==> config.mk <==
export PLATFORM = sky130hd
export DESIGN_NAME = nasw_node_status
export DESIGN_NICKNAME = d
export VERILOG_FILES = /design/src/design/nasw_pkg.sv /design/src/design/nasw_node_status.sv
export SDC_FILE = /design/constraint.sdc
export NUM_CORES = 1
export LEC_CHECK = 0
export BUFFER_PORTS_ARGS = -buffer_cell sky130_fd_sc_hd__buf_2
export CAP_MARGIN = 10
export CORE_MARGIN = 4
export CORE_UTILIZATION = 45
export CTS_CLUSTER_SIZE = 12
export DETAILED_ROUTE_END_ITERATION = 10
export PLACE_DENSITY = 0.79
export SLEW_MARGIN = 10
export SYNTH_ARGS = -nofsm -noshare
export SYNTH_HDL_FRONTEND = slang
export SYNTH_SLANG_ARGS = --single-unit
export TNS_END_PERCENT = 100
==> constraint.sdc <==
create_clock -name i_core_clk -period 7 [get_ports i_core_clk]
set_clock_uncertainty 0.1 [all_clocks]
set_input_delay 1.05 -clock i_core_clk [delete_from_list [all_inputs] [get_ports i_core_clk]]
set_output_delay 1.05 -clock i_core_clk [all_outputs]
set_load 0.05 [all_outputs]
==> src/design/nasw_pkg.sv <==
/*
 * shared constants and types for the node address and status word block.
 * assumes one core clock and a slice bus front end that reports per-slot flags.
 */
package nasw_pkg;
    localparam int SLOTS = 8;
    localparam int NUM_W = 4;
    localparam int ADDR_W = 16;
    localparam int DIGIT_W = 4;
    localparam int SW_W = 7;
    localparam int POT_W = 32;

    // status word bit positions
    localparam int BIT_BUS_ERR = 0;
    localparam int BIT_WARN = 2;
    localparam int BIT_ALARM = 4;
    localparam int BIT_MAINT = 12;
    localparam int BIT_RESTORE = 13;
    localparam int BIT_UNIT_ERR = 14;
    localparam int BIT_IO_REFRESH = 15;
    localparam logic [15:0] RSV_MASK = 16'h0fea;

    localparam logic [15:0] STATUS_RST = 16'h0000;
    localparam logic [ADDR_W-1:0] ADDR_RST = 16'h0000;
    localparam logic [SW_W-1:0] SW_AUTO = 7'h00;
    localparam logic [NUM_W-1:0] FIRST_NUM = 4'h1;
    localparam logic [NUM_W-1:0] NO_NUM = 4'h0;

    typedef enum logic [2:0] {
        ST_SAMPLE = 3'b001,
        ST_NUMBER = 3'b010,
        ST_RUN = 3'b100
    } nasw_state_t;

    typedef struct packed {
        logic io_refresh;
        logic unit_err;
        logic restore_fail;
        logic maint;
        logic [6:0] rsv_11_5;
        logic alarm;
        logic rsv_3;
        logic warn;
        logic rsv_1;
        logic bus_err;
    } nasw_status_t;

    typedef struct packed {
        logic [SLOTS-1:0] present;
        logic [SLOTS-1:0] is_ext;
        logic [SLOTS-1:0] warn;
        logic [SLOTS-1:0] alarm;
    } nasw_slice_t;
endpackage

==> src/design/nasw_node_status.sv <==
/*
 * node address selection, slice unit numbering and the 16-bit status word.
 * assumes all inputs are synchronous to i_core_clk and that i_reset models power-on.
 */
// Operation
// - switches read as tens and ones digit
// - own master: switch 01-99 is address
// - switch 00 uses stored address 1-65535
// - foreign master uses tool assigned address
// - switches sampled once at power-on
// - factory switch and stored address zero
// - duplicate address flags error, stops operation
// - slices numbered from one, left to right
// - extension modules and cables are skipped
// - slice numbers independent of node address
// - status word sent with cyclic input
// - bit 0 slice bus communication error
// - bit 2 any slice minor error
// - bit 4 any slice major error
// - bit 12 power-on time threshold reached
// - bit 13 automatic restore failed
// - bit 14 is OR of bits 0-13
// - bit 15 set while I/O exchange normal
`timescale 1ns/1ps
`default_nettype none

module nasw_node_status (
    input wire logic i_core_clk,
    input wire logic i_reset,
    input wire logic [nasw_pkg::DIGIT_W-1:0] i_rotary_tens,
    input wire logic [nasw_pkg::DIGIT_W-1:0] i_rotary_ones,
    input wire logic i_master_own,
    input wire logic i_store_wr,
    input wire logic [nasw_pkg::ADDR_W-1:0] i_store_addr,
    input wire logic i_tool_wr,
    input wire logic [nasw_pkg::ADDR_W-1:0] i_tool_addr,
    input wire logic i_dup_detect,
    input wire nasw_pkg::nasw_slice_t i_slice,
    input wire logic i_bus_comm_err,
    input wire logic i_pot_tick,
    input wire logic [nasw_pkg::POT_W-1:0] i_pot_limit,
    input wire logic i_restore_done,
    input wire logic i_restore_fail,
    input wire logic i_io_exchange,
    input wire logic i_cyc_req,
    output logic [nasw_pkg::ADDR_W-1:0] o_node_addr,
    output logic o_addr_valid,
    output logic o_addr_error,
    output logic o_numbering_done,
    output logic [nasw_pkg::SLOTS*nasw_pkg::NUM_W-1:0] o_unit_num,
    output logic [15:0] o_status_word,
    output logic [15:0] o_cyc_word,
    output logic o_cyc_valid
);

    function automatic logic [nasw_pkg::SW_W-1:0] sw_value(
        input logic [nasw_pkg::DIGIT_W-1:0] tens,
        input logic [nasw_pkg::DIGIT_W-1:0] ones
    );
        logic [nasw_pkg::SW_W-1:0] t;
        t = {3'h0, tens};
        sw_value = nasw_pkg::SW_W'((t << 3) + (t << 1) + {3'h0, ones});
    endfunction

    nasw_pkg::nasw_state_t state_reg;
    nasw_pkg::nasw_state_t state_next;
    logic [nasw_pkg::SW_W-1:0] sw_val_reg;
    logic [nasw_pkg::ADDR_W-1:0] stored_addr_reg;
    logic [nasw_pkg::ADDR_W-1:0] tool_addr_reg;
    logic [nasw_pkg::ADDR_W-1:0] node_addr_reg;
    logic [nasw_pkg::ADDR_W-1:0] node_addr_next;
    logic addr_valid_reg;
    logic dup_err_reg;
    logic [2:0] slot_idx_reg;
    logic [nasw_pkg::NUM_W-1:0] next_num_reg;
    logic [nasw_pkg::SLOTS-1:0][nasw_pkg::NUM_W-1:0] unit_num_reg;
    logic [nasw_pkg::POT_W-1:0] pot_cnt_reg;
    logic maint_reg;
    logic restore_fail_reg;
    nasw_pkg::nasw_status_t status_reg;
    nasw_pkg::nasw_status_t status_next;
    logic [15:0] cyc_word_reg;
    logic cyc_valid_reg;
    logic done_reg;

    wire logic [nasw_pkg::SW_W-1:0] sw_now = sw_value(i_rotary_tens, i_rotary_ones);
    wire logic in_run = (state_reg == nasw_pkg::ST_RUN);
    wire logic in_number = (state_reg == nasw_pkg::ST_NUMBER);
    // only real slices count; extension hardware passes the bus through
    wire logic [nasw_pkg::SLOTS-1:0] counted = i_slice.present & ~i_slice.is_ext;
    wire logic slot_counted = counted[slot_idx_reg];
    wire logic last_slot = (slot_idx_reg == 3'(nasw_pkg::SLOTS - 1));
    wire logic pot_sat = (pot_cnt_reg == '1);

    always_comb begin
        state_next = state_reg;
        case (state_reg)
            nasw_pkg::ST_SAMPLE: state_next = nasw_pkg::ST_NUMBER;
            nasw_pkg::ST_NUMBER: state_next = last_slot ? nasw_pkg::ST_RUN : nasw_pkg::ST_NUMBER;
            nasw_pkg::ST_RUN: state_next = nasw_pkg::ST_RUN;
            default: state_next = nasw_pkg::ST_SAMPLE;
        endcase
    end

    always_ff @(posedge i_core_clk or posedge i_reset) begin
        if (i_reset) begin
            state_reg <= nasw_pkg::ST_SAMPLE;
        end else begin
            state_reg <= state_next;
        end
    end

    // switches are caught only in the single sample cycle after power-on
    always_ff @(posedge i_core_clk or posedge i_reset) begin
        if (i_reset) begin
            sw_val_reg <= nasw_pkg::SW_AUTO;
        end else if (state_reg == nasw_pkg::ST_SAMPLE) begin
            sw_val_reg <= sw_now;
        end
    end

    always_ff @(posedge i_core_clk or posedge i_reset) begin
        if (i_reset) begin
            stored_addr_reg <= nasw_pkg::ADDR_RST;
            tool_addr_reg <= nasw_pkg::ADDR_RST;
        end else begin
            if (i_store_wr) begin
                stored_addr_reg <= i_store_addr;
            end
            if (i_tool_wr) begin
                tool_addr_reg <= i_tool_addr;
            end
        end
    end

    // a foreign master never looks at the switches
    assign node_addr_next = !i_master_own ? tool_addr_reg :
        (sw_val_reg == nasw_pkg::SW_AUTO) ? stored_addr_reg :
        {9'h000, sw_val_reg};

    always_ff @(posedge i_core_clk or posedge i_reset) begin
        if (i_reset) begin
            node_addr_reg <= nasw_pkg::ADDR_RST;
            addr_valid_reg <= 1'b0;
        end else if (in_run) begin
            node_addr_reg <= node_addr_next;
            // zero is never a usable address, so a blank store leaves the node unaddressed
            addr_valid_reg <= (node_addr_next != nasw_pkg::ADDR_RST);
        end
    end

    // sticky until the next power-on: nothing software does can clear it
    always_ff @(posedge i_core_clk or posedge i_reset) begin
        if (i_reset) begin
            dup_err_reg <= 1'b0;
        end else if (in_run && i_dup_detect) begin
            dup_err_reg <= 1'b1;
        end
    end

    // one slot per cycle; the switch value plays no part here
    always_ff @(posedge i_core_clk or posedge i_reset) begin
        if (i_reset) begin
            slot_idx_reg <= 3'h0;
            next_num_reg <= nasw_pkg::FIRST_NUM;
            unit_num_reg <= '0;
        end else if (in_number) begin
            slot_idx_reg <= slot_idx_reg + 3'h1;
            if (slot_counted) begin
                unit_num_reg[slot_idx_reg] <= next_num_reg;
                next_num_reg <= next_num_reg + 4'h1;
            end else begin
                unit_num_reg[slot_idx_reg] <= nasw_pkg::NO_NUM;
            end
        end
    end

    // saturating so a long-lived unit does not wrap back below its threshold
    always_ff @(posedge i_core_clk or posedge i_reset) begin
        if (i_reset) begin
            pot_cnt_reg <= '0;
            maint_reg <= 1'b0;
        end else begin
            if (i_pot_tick && !pot_sat) begin
                pot_cnt_reg <= pot_cnt_reg + 32'h1;
            end
            maint_reg <= (i_pot_limit != '0) && (pot_cnt_reg >= i_pot_limit);
        end
    end

    always_ff @(posedge i_core_clk or posedge i_reset) begin
        if (i_reset) begin
            restore_fail_reg <= 1'b0;
        end else if (i_restore_done) begin
            restore_fail_reg <= i_restore_fail;
        end
    end

    // registered copy of the run state, so the pin has no decode in front of it
    always_ff @(posedge i_core_clk or posedge i_reset) begin
        if (i_reset) begin
            done_reg <= 1'b0;
        end else begin
            done_reg <= (state_next == nasw_pkg::ST_RUN);
        end
    end

    always_comb begin
        status_next = nasw_pkg::STATUS_RST;
        status_next.bus_err = i_bus_comm_err;
        status_next.warn = |(i_slice.warn & counted);
        status_next.alarm = |(i_slice.alarm & counted);
        status_next.maint = maint_reg;
        status_next.restore_fail = restore_fail_reg;
        status_next.unit_err = |status_next[13:0];
        status_next.io_refresh = in_run && i_io_exchange && !dup_err_reg;
    end

    always_ff @(posedge i_core_clk or posedge i_reset) begin
        if (i_reset) begin
            status_reg <= nasw_pkg::STATUS_RST;
            cyc_word_reg <= nasw_pkg::STATUS_RST;
            cyc_valid_reg <= 1'b0;
        end else begin
            status_reg <= status_next;
            cyc_valid_reg <= i_cyc_req;
            if (i_cyc_req) begin
                cyc_word_reg <= status_reg;
            end
        end
    end

    assign o_node_addr = node_addr_reg;
    assign o_addr_valid = addr_valid_reg;
    assign o_addr_error = dup_err_reg;
    assign o_numbering_done = done_reg;
    assign o_unit_num = unit_num_reg;
    assign o_status_word = status_reg;
    assign o_cyc_word = cyc_word_reg;
    assign o_cyc_valid = cyc_valid_reg;
endmodule

`default_nettype wire

Word-level counts from Yosys, hierarchy flattened

Cells that the tools add are included.

Register bits after elaboration: 149
Input port bits: 116

Add/subtract/negate cells: 5
Reductions and logical operators: 15
Magnitude comparators: 3
Bitwise operators: 6
Eq/ne operators: 6
Multiplexer cells: 10

Operators by type and width:

| kind                                               | number |
|---|---|
| adder 32 x 1 -> 32 bit, second input constant      | 1 |
| AND 32 bit                                         | 1 |
| bitwise mux 32 bit                                 | 1 |
| equality test 32 bit, second input constant        | 1 |
| >= comparator 32 bit                               | 1 |
| two-way mux 16 bit                                 | 2 |
| two-way mux 32 bit                                 | 1 |
| inverter 32 bit                                    | 1 |
| nonzero test 32 bit                                | 1 |
| AND 8 bit                                          | 3 |
| OR reduction 19 bit                                | 1 |
| nonzero test 16 bit                                | 1 |
| OR reduction 8 bit                                 | 2 |
| demux 4 bit (select 3 bit)                         | 1 |
| equality test 3 bit, second input constant         | 3 |
| one-hot mux 3 bit (3 select lines)                 | 1 |
| inverter 8 bit                                     | 1 |
| adder 7 x 4 -> 7 bit                               | 1 |
| adder 7 x 5 -> 7 bit                               | 1 |
| zero test 7 bit                                    | 1 |
| logical AND 1 bit                                  | 6 |
| adder 4 x 1 -> 4 bit, second input constant        | 1 |
| < comparator 3 x 4 -> 1 bit, second input constant | 1 |
| two-way mux 4 bit                                  | 1 |
| 9 further kinds                                    | 10 |

Logic depth before layout (Yosys ltp)

Gate-level depths: netlist of the first run.

Depth in word-level cells: 7
Mapped depth: 7
Gate-level depth less buffers: 7

Least setup slack after synthesis of the first run

OpenSTA, ideal clock, no wires.

Path kind: input-to-reg
From: in i_rotary_tens[0] in the netlist's numbering
To: reg sw_val_reg[6] in the netlist's numbering
Library setup time: 0.125 ns
Cell stages on the path: 6
Slack: 4.114 ns
Buffers on the path: 0
Arrival time: 2.661 ns
Cell sequence: fa_1 > fa_1 > a21o_1 > a21oi_1 > xnor2_1 > mux2_2

Cells in the longest elaborated chain, start to end: 2

Ends and longest elaborated chain:

| what                   | RTL line                | text |
|---|---|---|
| start: declaration     | nasw_node_status.sv:30  | `input wire logic [nasw_pkg::DIGIT_W-1:0] i_rotary_tens,` |
| adder 7 x 5 -> 7 bit   | nasw_node_status.sv:62  | `sw_value = nasw_pkg::SW_W'((t << 3) + (t << 1) + {3'h0, ones});` |
| adder 7 x 4 -> 7 bit   | nasw_node_status.sv:62  |  |
| end signal: assignment | nasw_node_status.sv:116 | `sw_val_reg <= nasw_pkg::SW_AUTO;` |
| end signal: assignment | nasw_node_status.sv:118 | `sw_val_reg <= sw_now;` |
| end: declaration       | nasw_node_status.sv:67  | `logic [nasw_pkg::SW_W-1:0] sw_val_reg;` |

No other way between the ends.
A chain may end at the register's enable or synchronous reset.

Final worst setup path of the first run

Ends and elaborated chain as after synthesis.

==> results, run 1 <==
- dfrtp_1 takes more of the synthesized area than any other cell.
- After synthesis the netlist holds a flip-flop and latch count of 149.
- The number of synthesis warnings is 0.
- The top cell types in the final layout, fill and taps aside, are 181 x buf_2, 147 x dfrtp_1, 69 x nand2_1.
- The total of buffers placed on input and output ports is 181.
- Summing all flip-flop and latch instances after layout gives 3730 sq um.
- The share of the Yosys chip area taken by registers is 0.503.
- The count of distinct cell types in the synthesized netlist is 48.
- The share of post-route cells with drive strength above 1 is 0.313.
- The fraction of registers with async set/reset is 1.00.
- Entering global routing, the biggest net connects 79 pins.
- Measured along the y axis, the die boundary spans 136 um.
- The first global-routing pass estimated 27.8 mm of wire.
- The count of clock tree sinks is 149.
- The die is 136 um wide.
- The run finished with clean final reports.
- At the worst endpoint, the arrival time is 2850 ps.
- STA classifies the critical path endpoint as a register.
- The post-synthesis to final-layout area growth is 21.7%.
- Of the post-synthesis cell area, the dominant cell type holds 0.496.
- The remaining global-route overflow is 0.
- The area of the mapped netlist is 7410 sq um.
- Summed over all layers, the routed wires come to 17.1 mm.
- For this run, the top clock speed supported by timing is 376 MHz.
- The element type at the critical path start is an input port.
- The most used flip-flop cell after synthesis is dfrtp_1.
- The die area is 18600 sq um.
- The average routed wire per standard cell is 15.7 um.
- The post-placement setup slack is 3920 ps.
- Detailed placement ended at an HPWL of 12.7 mm.
- The min-delay analysis places its worst path in the category register to register.
- The clock transition at the register clock pins on the worst setup and hold paths after CTS is 60 ps.
- The quantity of hold-fixing buffers added after cts is 0.
- After clock tree synthesis, the setup repair step added 0 buffers.
- The worst path required time is 7200 ps.
- The number of buffers and inverters on the critical path is 1.
- The final cycle utilization of the critical path is 0.379.
- The remaining max-slew budget at the tightest pin is 0.229.
- Synthesis handed over a netlist of 682 instances.
- The average vias per placed instance is 5.26.
- The number of cell rows is 46.
- In this run the worst path has a maximum fanout of 2.
- The number of inserted diodes is 0.
- The initial utilization of the core area, before any placement, comes to 0.463.
- The count of flip-flops with a built-in enable after synthesis is 0.
- The remaining antenna violation count is 0.
- The number of clock buffers added by TritonCTS is 17.
- The slowest stage of the critical path belongs to the cell fa_1.
- The iteration count of the initial detailed-routing pass is 5.
- The last weighted congestion value of the routability-driven placer is 0.905.
- The clock latency reported for the late side of the worst-skew pair is 420 ps.
- The post-layout net count is 1023.
- In this run, the number of DRC markers left after iteration 0 of detailed routing was 316.
- The number of cells upsized or downsized after cts is 0.
- Adding up every negative setup slack in the final design gives 0 ps.
- After detailed routing, the number of remaining DRC violations is 0.
- The root buffer selected by CTS is clkbuf_16.
- In this run the mean area of a mapped cell was 10.9 sq um.
- Setup repair after global routing left no endpoint under its margin.
- The via count is 5743.
- TritonCTS built the clock tree.
- The clock passes through at most 2 buffers.
- The most common cell type on the critical path is fa_1.
- The filler cells instantiated in the layout total 1399.
- In the global route stage, overall resource usage came out at 0.187.
- The clock period could shrink to 2660 ps.
- For this design the top-level I/O count stands at 200.
- Max-cap violations in this run came to 0.
- The number of global-route vias before repair is 5723.
- At the pin with the least slew margin, the transition time is 1150 ps.
- The maximum cell stage delay along the critical path is 530 ps.
- The core outline area is 16000 sq um.
- The number of antenna violations at the first check in global routing is 0.
- Dividing total power by cell area gives a power density of 251 nW/um^2.
- The cell class contributing the biggest share of worst-path delay is adder cells.
- The number of pins with negative max-slew slack in the final report came to 0.
- Yosys attributes the largest share of cell area to dfrtp_1 50%, mux2_2 7.4%, ha_1 7.3%, xnor2_1 4.3%, nand2_1 3.5%.
- The critical path start-end classification is input port to register.
- The multi-input combinational cells in the finished layout cover a total of 3390 sq um.
- The worst supply voltage drop on vdd is 0.000173 V.
- In the post-route analysis, the smallest setup slack over all paths is 4340 ps.
- The hold violation total from the final report came to 0.
- CTS built an H-tree with a depth of 4.
- Setup violations remaining at the end of the flow were counted as 0.
- Leaving out fill and tap cells, the most frequent cell in the layout is buf_2.
- The critical path goes through buf_2, fa_1, fa_1, a21o_1, a21oi_1, xnor2_1, mux2_2.
- The reported leakage power is 4.43 nW.
-- area by class of cell --
type,instances,area share
flip-flops and latches,149,0.414
multi-input cells,476,0.376
repair buffers,183,0.102
clock buffers,20,0.0495
well taps,216,0.0300
inverters,35,0.0151
clock inverters,12,0.0133
-- synth_stat cells (all sizes together) (14+ instances only) --
master	instances
a21oi	18
a221oi	14
buf	24
clkbuf	15
dfrtp	147
ha	43
inv	35
mux2	51
nand2	70
nand3	26
nand4	24
nor2	36
nor2b	16
nor4	14
o21ai	46
xnor2	36
-- through the flow --
stage,hold WS [ps],instance area [sq um],util,power (mW),instances
final,292,9020,0.564,2.26,1091
after global routing,302,9020,0.564,2.38,1091
after CTS,290,9020,0.564,2.29,1091
after detailed placement,274,8450,0.528,1.40,1059
after global placement,274,8450,0.528,1.39,1059
after floorplan,255,7480,-,1.29,699
-- final timing paths --
check	start	endpoint	slack, ps	cells past startpoint
setup reg to reg	pot_cnt_reg[22]	pot_cnt_reg[1]	4790	5
min in group asynchronous	i_reset	pot_cnt_reg[3]	650	2
setup / recovery	i_rotary_tens[0]	sw_val_reg[6]	4340	7
hold reg to reg	maint_reg	o_status_word[12]	290	0
hold / removal	maint_reg	o_status_word[12]	290	0
max in group asynchronous	i_reset	o_unit_num[8]	4770	3
-- worst register-to-register path, stage by stage, from the launching register on --
cell and delay, ps:
dfrtp_1 450, nand4_1 260, nor4_4 520, nand4_4 270, nand2_2 160, mux2_1 320
-- kinds of logic after synthesis --
logic type               after synthesis  share of synthesized area
adder cells (fa/ha/maj)               45                     0.0780
multiplexers                          56                     0.0876
other                                  1                   0.000506
AND/OR/NAND/NOR                      215                      0.151
XOR/XNOR                              38                     0.0449
buffers and inverters                 74                     0.0476
AO/OA/AOI/OAI                        104                     0.0871
flip-flops                           149                      0.503
-- where the power goes --
| group | switching [mW] | leakage, nW | internal [mW] |
|---|---|---|---|
| registers | 0.0722 | 1.88 | 0.939 |
| logic | 0.237 | 2.27 | 0.140 |
| clock network | 0.366 | 0.278 | 0.506 |
| total | 0.675 | 4.43 | 1.58 |
-- per-layer routing --
metal,up-vias,GRT usage,part of all wire
met5,-,0,0
met3,25,0.0437,0.062
met4,0,0.0700,0.018
met1,2780,0.243,0.43
met2,179,0.307,0.49
li1,2759,-,-
No activity file was read; power rests on OpenSTA's default activity.
==> run 2, diff against run 1 <==
ABC_AREA = 1   (was unset)
PLACE_DENSITY = 0.78   (was 0.79)
clock period = 2.5 ns   (was 7 ns; I/O delays follow)
==> run 2 against run 1 <==
Net effect:
- synthesized area grew 11%
- worst hold slack lost 240 ps
- die area grew 10%
- power grew to 3.0 times the previous value
- non-clock buffer count grew 11
- sequential share of layout area shrank 4.0 points
- clock-buffer cell count shrank 2
- sequential power grew to 2.8 times the previous value
- worst setup slack lost 3800 ps
- critical path type is now register to register
- critical endpoint is now pot_cnt_reg[8]
- largest cell class is now multi-input combinational cells
==> results, run 2 <==
- Counting instances in the post-synthesis netlist gives the leading cell types as 307 x nand2_1, 147 x dfrtp_1, 122 x inv_1.
- The final count of negative-setup-slack endpoints was 0 (unchanged).
- The worst path in the final design needs a cycle of 1920 ps, including I/O delays and setup.
- The die area was 20500 sq um (+10%).
- The maximum clock rate is 521 MHz.
- The number of antenna violations at the first check in global routing is 4 (+4).
- The core outline area is 18000 sq um (+12%).
- The post-synthesis to final-layout area growth is 21.6% (about the same).
- The number of remaining DRC errors is 0 (unchanged).
- The signal on the critical path passes through nand2_1, nor3_1, nand2_1, nor2_4, nand2_2, nand2_4, o21ai_0, nand2_1.
- The maximum cell stage delay along the critical path is 460 ps (-70 ps).
- The most common cell type on the critical path is nand2_1.
- STA classifies the critical path endpoint as a register.
- The post-layout net count is 1369 (+34%).
- The number of top-level pins came to 200 (unchanged).
- The root buffer selected by CTS is clkbuf_16.
- The part of the Yosys area used for sequential elements was 0.454 (-0.0493).
- The worst setup path is of the register to register kind.
- The clock tree from TritonCTS is built.
- The count of distinct cell types in the synthesized netlist is 40 (-17%).
- The remaining max-slew budget at the tightest pin is 0.601 (+0.372).
- The number of pins with negative max-slew slack in the final report is 0 (unchanged).
- The cell count of the worst hold path came to 3 (+3).
- The power share of the clock group came to 0.387 (about the same).
- The proportion of netlist area held by the largest area contributor was 0.448 (-0.0486).
- The switching part of the total power is 0.326 (+0.0266).
- The total of buffers placed on input and output ports is 181 (unchanged).
- The pin count of the biggest net entering global routing was 58 (-27%).
- The count of flip-flops with a built-in enable after synthesis is 0 (unchanged).
- The run finished with clean final reports.
- The part of the total power dissipated in combinational logic came to 0.195 (+0.028).
- The number of cells upsized or downsized after cts came to 0 (unchanged).
- The global-route wire length before repair came to 33.6 mm (+21%).
- The met3 demand-to-capacity share in global routing came to 0.0375 (-0.00616).
- The routed wire length is 20.9 mm (+22%).
- The DRC violation total after the first TritonRoute iteration is 621 (+97%).
- The last weighted congestion value of the routability-driven placer is 0.901 (-0.49%).
- The actual slew at the worst max-slew pin is 597 ps (-554 ps).
- The remaining antenna violation count is 0 (unchanged).
- The most common library cell in the layout ignoring fill and taps is nand2_1.
- The gate count of the mapped netlist was 1018 (+49%).
- The mean area per synthesized cell is 8.07 sq um (-26%).
- The number of cell rows was 49 (+6.5%).
- The highest net fanout along the worst path is 23 (+21).
- The final cycle utilization of the critical path is 0.767.
- The number of synthesis warnings was 0 (unchanged).
- The internal power component was 4.62 mW (+190%).
- The most used flip-flop cell after synthesis is dfrtp_1.
- The remaining global-route overflow was 0 (unchanged).
- The net switching power is 2.23 mW (+230%).
- The ratio of total power to cell area is 686 nW/um^2 (+170%).
- Setup repair after global routing left no endpoint under its margin.
- The most frequent cell after synthesis is nand2_1.
- The part of the power in registers came to 0.418 (-0.029).
- The final instance area is 9990 sq um (+11%).
- The count of clock tree sinks came to 149 (unchanged).
- The total track usage is 0.206 (+0.0184).
- The cell area reported after detailed placement is 9350 sq um (+11%).
- The initial standard-cell utilization of the core was 0.457 (-0.00584).
- The floorplan die height is 143 um (+5.0%).
- The hold violation total from the final report was 0 (unchanged).
- The clock transition at the register clock pins on the worst setup and hold paths after CTS is 70 ps (about the same).
- The maximum clock path buffer count is 2 (unchanged).
- The TritonCTS buffer count is 17 (unchanged).
- The average vias per placed instance was 4.98 (-5.4%).
- The length in cells of the worst reg-to-reg path is 8 (+3).
- The area of the mapped netlist came to 8220 sq um (+11%).
- The via count came to 7236 (+26%).
- The min-delay analysis places its worst path in the category input port to register.
- The iteration count of the initial detailed-routing pass is 5 (unchanged).
- The number of max-cap violations is 0 (unchanged).
- The worst path required time came to 2760 ps (-4440 ps).
- The data arrival time at the worst-slack endpoint was 2180 ps (-670 ps).
- The global-route track usage on met2 is 0.351 (+0.0443).
- The chip width is 143 um (+5.0%).
- Sorting the synthesized cells by area gives the leading types as dfrtp_1 45%, nand2_1 14%, ha_1 6.5%, inv_1 5.6%, o21ai_0 4.5%.
- The fraction of registers with async set/reset is 1.00 (unchanged).
- The number of global-route vias before repair is 6954 (+22%).
- The worst supply voltage drop on vdd was 0.000487 V (+180%).
- For this design, the slowest cell found on the critical path is dfrtp_1.
- The placed wire-length estimate was 16.5 mm (+29%).
- The clock latency reported for the late side of the worst-skew pair is 420 ps (about the same).
- The reported leakage power is 5.25 nW (+18%).
- The layer flagged by global routing as most heavily used is met2.
- The share of post-route cells with drive strength above 1 is 0.219 (-0.0937).
- The setup TNS is 0 ps (unchanged).
- The global-route track usage on met1 is 0.259 (+0.0164).
- The total number of H-tree levels is 4 (unchanged).
- The average routed wire per standard cell is 14.4 um (-8.2%).
- The number of synthesized register bits is 149 (unchanged).
- In the layout the commonest cells are 307 x nand2_1, 181 x buf_2, 147 x dfrtp_1.
- The setup fix buffers added after clock tree synthesis is 0 (unchanged).
- The leading area contributor after synthesis is dfrtp_1.
- The element type at the critical path start is a register.
[run 2: cell types whose count changed after synthesis, sizes merged, moves of 10 or more]
cell	delta
a221oi	-12
inv	+89
mux2	-24
nand2	+240
nand4	-10
nor2	+56
nor2b	-16
nor3	+14
nor4	-11
o21ai	+42
xnor2	-33
xor2	+22
[run 2: cell families (layout without fill, tap and decap cells)]
| logic type | after synthesis | count (layout) | share of synthesized area |
|---|---|---|---|
| DFF | 149 | 149 | 0.454 |
| muxes | 27 | 27 | 0.0370 |
| AOI/OAI and AO/OA | 128 | 128 | 0.0822 |
| adders and majority gates | 45 | 45 | 0.0704 |
| buffers and inverters | 165 | 351 | 0.0868 |
| other | 1 | 21 | 0.000456 |
| xor gates and xnor gates | 27 | 27 | 0.0297 |
| and+or+nand+nor | 476 | 476 | 0.239 |
[run 2: timing repair]
action,in CTS,in global routing
hold endpoints to repair,24,0
endpoints found under the setup margin,0,0
hold buffers,2,0
[run 2: per-stage QoR]
stage          instances   util  worst slack (ps)  power [mW]  hold WS (ps)
3_3_place_gp        1416  0.521               381        4.20           293
4_1_cts             1450  0.556               621        6.92          34.2
6_report            1453  0.556               582        6.86          50.4
5_1_grt             1453  0.556               396        7.20          44.9
3_5_place_dp        1416  0.521               389        4.25           303
2_1_floorplan       1035      -               152        3.85           255
[run 2: cell type report]
cell class                      instances  area, sq um
Timing Repair Buffer                  194         1050
Tap cell                              229          287
Fill cell                            1632         7970
Clock buffer                           18          429
Clock inverter                         14          185
Multi-Input combinational cell        721         3840
Antenna cell                            3         7.51
Sequential cell                       149         3730
Inverter                              125          473
[run 2: routing by layer]
layer,share of wire,vias to the layer above
met5,0.00062,-
met4,0.020,2
met3,0.066,33
met2,0.50,232
met1,0.41,3370
li1,-,3599
[run 2: path summary, 6_finish.rpt]
check	end	slack, ps	startpoint
worst max-delay path	pot_cnt_reg[8]	580	pot_cnt_reg[9]
worst min-delay path	tool_addr_reg[8]	50	i_tool_addr[8]
worst max register to register	pot_cnt_reg[8]	580	pot_cnt_reg[9]
worst min register to register	o_status_word[13]	320	restore_fail_reg
max in group asynchronous	tool_addr_reg[4]	1050	i_reset
min in group asynchronous	o_unit_num[4]	460	i_reset
[run 2: worst max-delay path: cells and delay by family (launching register included)]
kind             cells  cell delay [ps]
AO/OA/AOI/OAI        1              160
AND/OR/NAND/NOR      7             1110
flip-flops           1              460
[run 2: power groups by stage]
stage	combinational (mW)	sequential [mW]	clock, mW
after global placement	1.30	2.90	0
after floorplan	0.750	3.10	0
final	1.34	2.87	2.65
after detailed placement	1.34	2.91	0
after CTS	1.35	2.86	2.71
after global routing	1.50	2.89	2.81
==> run 3, diff against run 2 <==
PLACE_DENSITY = 0.81   (was 0.78)
clock period = 1.54 ns   (was 2.5 ns; I/O delays follow)
==> run 3 against run 2 <==
Net effect:
- flip-flop and latch count is the same
- cell area rose by 24%
- wire length is 32% higher
- non-clock buffer count is 190 higher
- sequential power grew 63%
- the run now ends with negative setup slack left
- global-route usage rose by 3.7 points
- fmax shrank 0.41%
- combinational power grew 140%
- final cell count is 13% higher
- via count is 18% higher
- first-iteration DRC count decreased by 7.9%
- clock power rose by 58%
==> results, run 3 (synthesized netlist as in run 2, its figures left out) <==
- The worst setup path is launched from a register.
- The area taken by flip-flops and latches is 3740 sq um (+0.23%).
- The endpoint class of the critical path is a register.
- The count of non-filler cells in the finished layout is 1640 (+13%).
- The iteration count of the initial detailed-routing pass is 5 (unchanged).
- Clock tree synthesis selected as its root buffer the cell clkbuf_16.
- The worst flop-to-flop path endpoint is pot_cnt_reg[26].
- The TritonCTS buffer count was 17 (unchanged).
- The number of top-level pins is 200 (unchanged).
- The via count is 8573 (+18%).
- The cell class contributing the biggest share of worst-path delay is simple AND/OR/NAND/NOR gates.
- The worst supply voltage drop on vdd is 0.000790 V (+62%).
- The part of the total power dissipated in combinational logic came to 0.265 (+0.070).
- The worst setup slack after layout is -385 ps (-968 ps).
- The maximum clock rate came to 519 MHz (-0.41%).
- The pin count of the biggest net entering global routing is 43 (-26%).
- Setup repair after global routing could not meet its margin everywhere.
- The average routed wire per standard cell is 16.9 um (+17%).
- The class of the worst hold path is input port to register.
- The number of global-route vias before repair came to 8344 (+20%).
- The global-route wire length before repair came to 39.5 mm (+18%).
- The power share of the clock group is 0.347 (-0.040).
- The share of post-route cells with drive strength above 1 is 0.403 (+0.184).
- The number of max-cap violations is 0 (unchanged).
- The total of buffers placed on input and output ports is 181 (unchanged).
- The number of antenna violations at the first check in global routing is 0 (-4).
- The remaining antenna violation count came to 0 (unchanged).
- The multi-input logic area is 4530 sq um (+18%).
- The final instance area is 12400 sq um (+24%).
- The number of buffers and inverters on the critical path is 2 (+2).
- The final count of negative-setup-slack endpoints is 71 (+71).
- The reported leakage power came to 6.35 nW (+21%).
- The cell area reported after detailed placement is 10300 sq um (+10%).
- The total number of H-tree levels is 4 (unchanged).
- The part of the power in registers came to 0.388 (-0.030).
- The initial standard-cell utilization of the core was 0.457 (unchanged).
- The count of clock tree sinks is 149 (unchanged).
- The last weighted congestion value of the routability-driven placer was 0.951 (+5.6%).
- The clock tree from TritonCTS is built.
- The clock transition at the register clock pins on the worst setup and hold paths after CTS is 70 ps (about the same).
- The post-layout net count came to 1559 (+14%).
- The number of remaining DRC errors is 0 (unchanged).
- The most common cell type on the critical path is nand2_1.
- The number of fill cells is 1229 (-25%).
- The core outline area is 18000 sq um (unchanged).
- The placed instance count is 1532 (+8.2%).
- Walking the worst path, the cells encountered are buf_4, buf_4, nand2_1, nor2_1, nand2_1, nor3_1, nand2_1, xor2_1, nand2_1, nand2_1.
- The placed wire-length estimate came to 17.4 mm (+5.6%).
- The remaining global-route overflow is 0 (unchanged).
- The clock latency reported for the late side of the worst-skew pair is 430 ps (about the same).
- The average vias per placed instance was 5.23 (+5.0%).
- The cell count of the worst hold path is 5 (+2).
- The maximum cell stage delay along the critical path was 460 ps (about the same).
- The flop-to-flop setup slack is -390 ps (-970 ps).
- On the critical path, the stage with the largest delay is an instance of dfrtp_1.
- The length in cells of the worst reg-to-reg path is 10 (+2).
- The floorplan die height is 143 um (unchanged).
- The minimum clock period is 1930 ps (+7.84 ps).
- The net switching power is 4.26 mW (+91%).
- The startpoint of the most critical hold path is i_slice[10].
- The checks that failed: negative setup slack.
- The post-layout utilization of the core is 0.689 (+0.133).
- The die area is 20500 sq um (unchanged).
- The ratio of total power to cell area is 975 nW/um^2 (+42%).
- The data arrival time at the worst-slack endpoint is 2160 ps (-20 ps).
- Relative to the synthesized area, the layout overhead comes to 50.7%.
- The setup TNS is -13890 ps (-13890 ps).
- The DRC violation total after the first TritonRoute iteration came to 572 (-7.9%).
- The maximum clock path buffer count is 2 (unchanged).
- The number of pins with negative max-slew slack in the final report is 0 (unchanged).
- The final worst hold slack is 5.02 ps (-45.4 ps).
- The routed wire length came to 27.7 mm (+32%).
- The top cell types in the final layout, fill and taps aside, are 265 x nand2_1, 181 x buf_2, 140 x dfrtp_1.
- The switching part of the total power is 0.352 (+0.0269).
- The number of inserted diodes came to 0 (-3).
- The post-placement setup slack was -317 ps (-706 ps).
- The worst path required time was 1770 ps (-990 ps).
- The worst setup path is of the register to register kind.
- Leaving out fill and tap cells, the most frequent cell in the layout is nand2_1.
- The post-layout total power is 12.1 mW (+76%).
- The chip width is 143 um (unchanged).
- The hold violation total from the final report is 0 (unchanged).
- The highest net fanout along the worst path was 4 (-83%).
- The number of cell rows is 49 (unchanged).
- The total track usage came to 0.243 (+0.0371).
- The internal power component was 7.82 mW (+69%).
- The capture endpoint of the worst hold path is o_status_word[2].
- The final cycle utilization of the critical path is 1.25 (+0.483).
- The beginning of the worst register-to-register path is pot_cnt_reg[17].
- The flow ran to the end, but the final reports show violations.
==> run 3: changes by cell type in the layout (fill, tap and decap cells not counted), moves of 10 or more <==
cell,before,now
nor2_2,2,17
nand2_2,2,36
dlygate4sd3_1,2,45
nor3_1,20,7
o21ai_2,0,35
o21ai_0,74,26
nand2_1,307,265
buf_4,8,136
nor3_2,3,13
nor2_1,88,65
o21ai_1,14,26
==> run 3: how the worst max path moves through the flow <==
| stage | startpoint | endpoint | slack, ps | depth (start not counted) |
|---|---|---|---|---|
| floorplan | i_reset | maint_reg | -660 | 1 |
| global placement | i_rotary_tens[1] | sw_val_reg[6] | -280 | 8 |
| detailed placement | i_rotary_tens[1] | sw_val_reg[6] | -320 | 8 |
| CTS | pot_cnt_reg[9] | maint_reg | -170 | 11 |
| global route | pot_cnt_reg[17] | pot_cnt_reg[26] | -440 | 10 |
| finish | pot_cnt_reg[17] | pot_cnt_reg[26] | -390 | 10 |
==> run 3: routing by layer <==
metal	GRT usage	up-vias	wire length [um]
li1	-	3998	-
met1	0.270	4028	10000
met2	0.437	417	14300
met3	0.0512	130	1840
met4	0.124	0	1530
met5	0	-	0
==> run 3: worst min-delay path: stages <==
cell and delay (ps):
buf_2 80, nand2_1 40, nand2_1 50, a221oi_1 50, nand2_1 50
==> run 3: power groups by stage <==
stage | sequential [mW] | combinational, mW | clock [mW]
floorplan | 5.03 | 1.24 | 0
global placement | 4.64 | 2.53 | 0
detailed placement | 4.66 | 2.62 | 0
CTS | 4.64 | 2.91 | 4.22
global route | 4.71 | 3.47 | 4.40
finish | 4.68 | 3.20 | 4.19
==> run 3: area by class of cell <==
cell class / count / area share
clock buffers: 17 / 0.0343
clock inverters: 15 / 0.0145
inverters: 125 / 0.0386
multi-input cells: 721 / 0.366
flip-flops and latches: 149 / 0.302
well taps: 229 / 0.0231
repair buffers: 384 / 0.222
==> run 3: what timing repair did <==
action	4_1_cts	5_1_grt
hold endpoints to repair	50	0
hold buffers	45	0
setup buffers	14	13
gates resized for setup	136	102
endpoints found under the setup margin	72	80
gates cloned	2	2
pin swaps	15	33
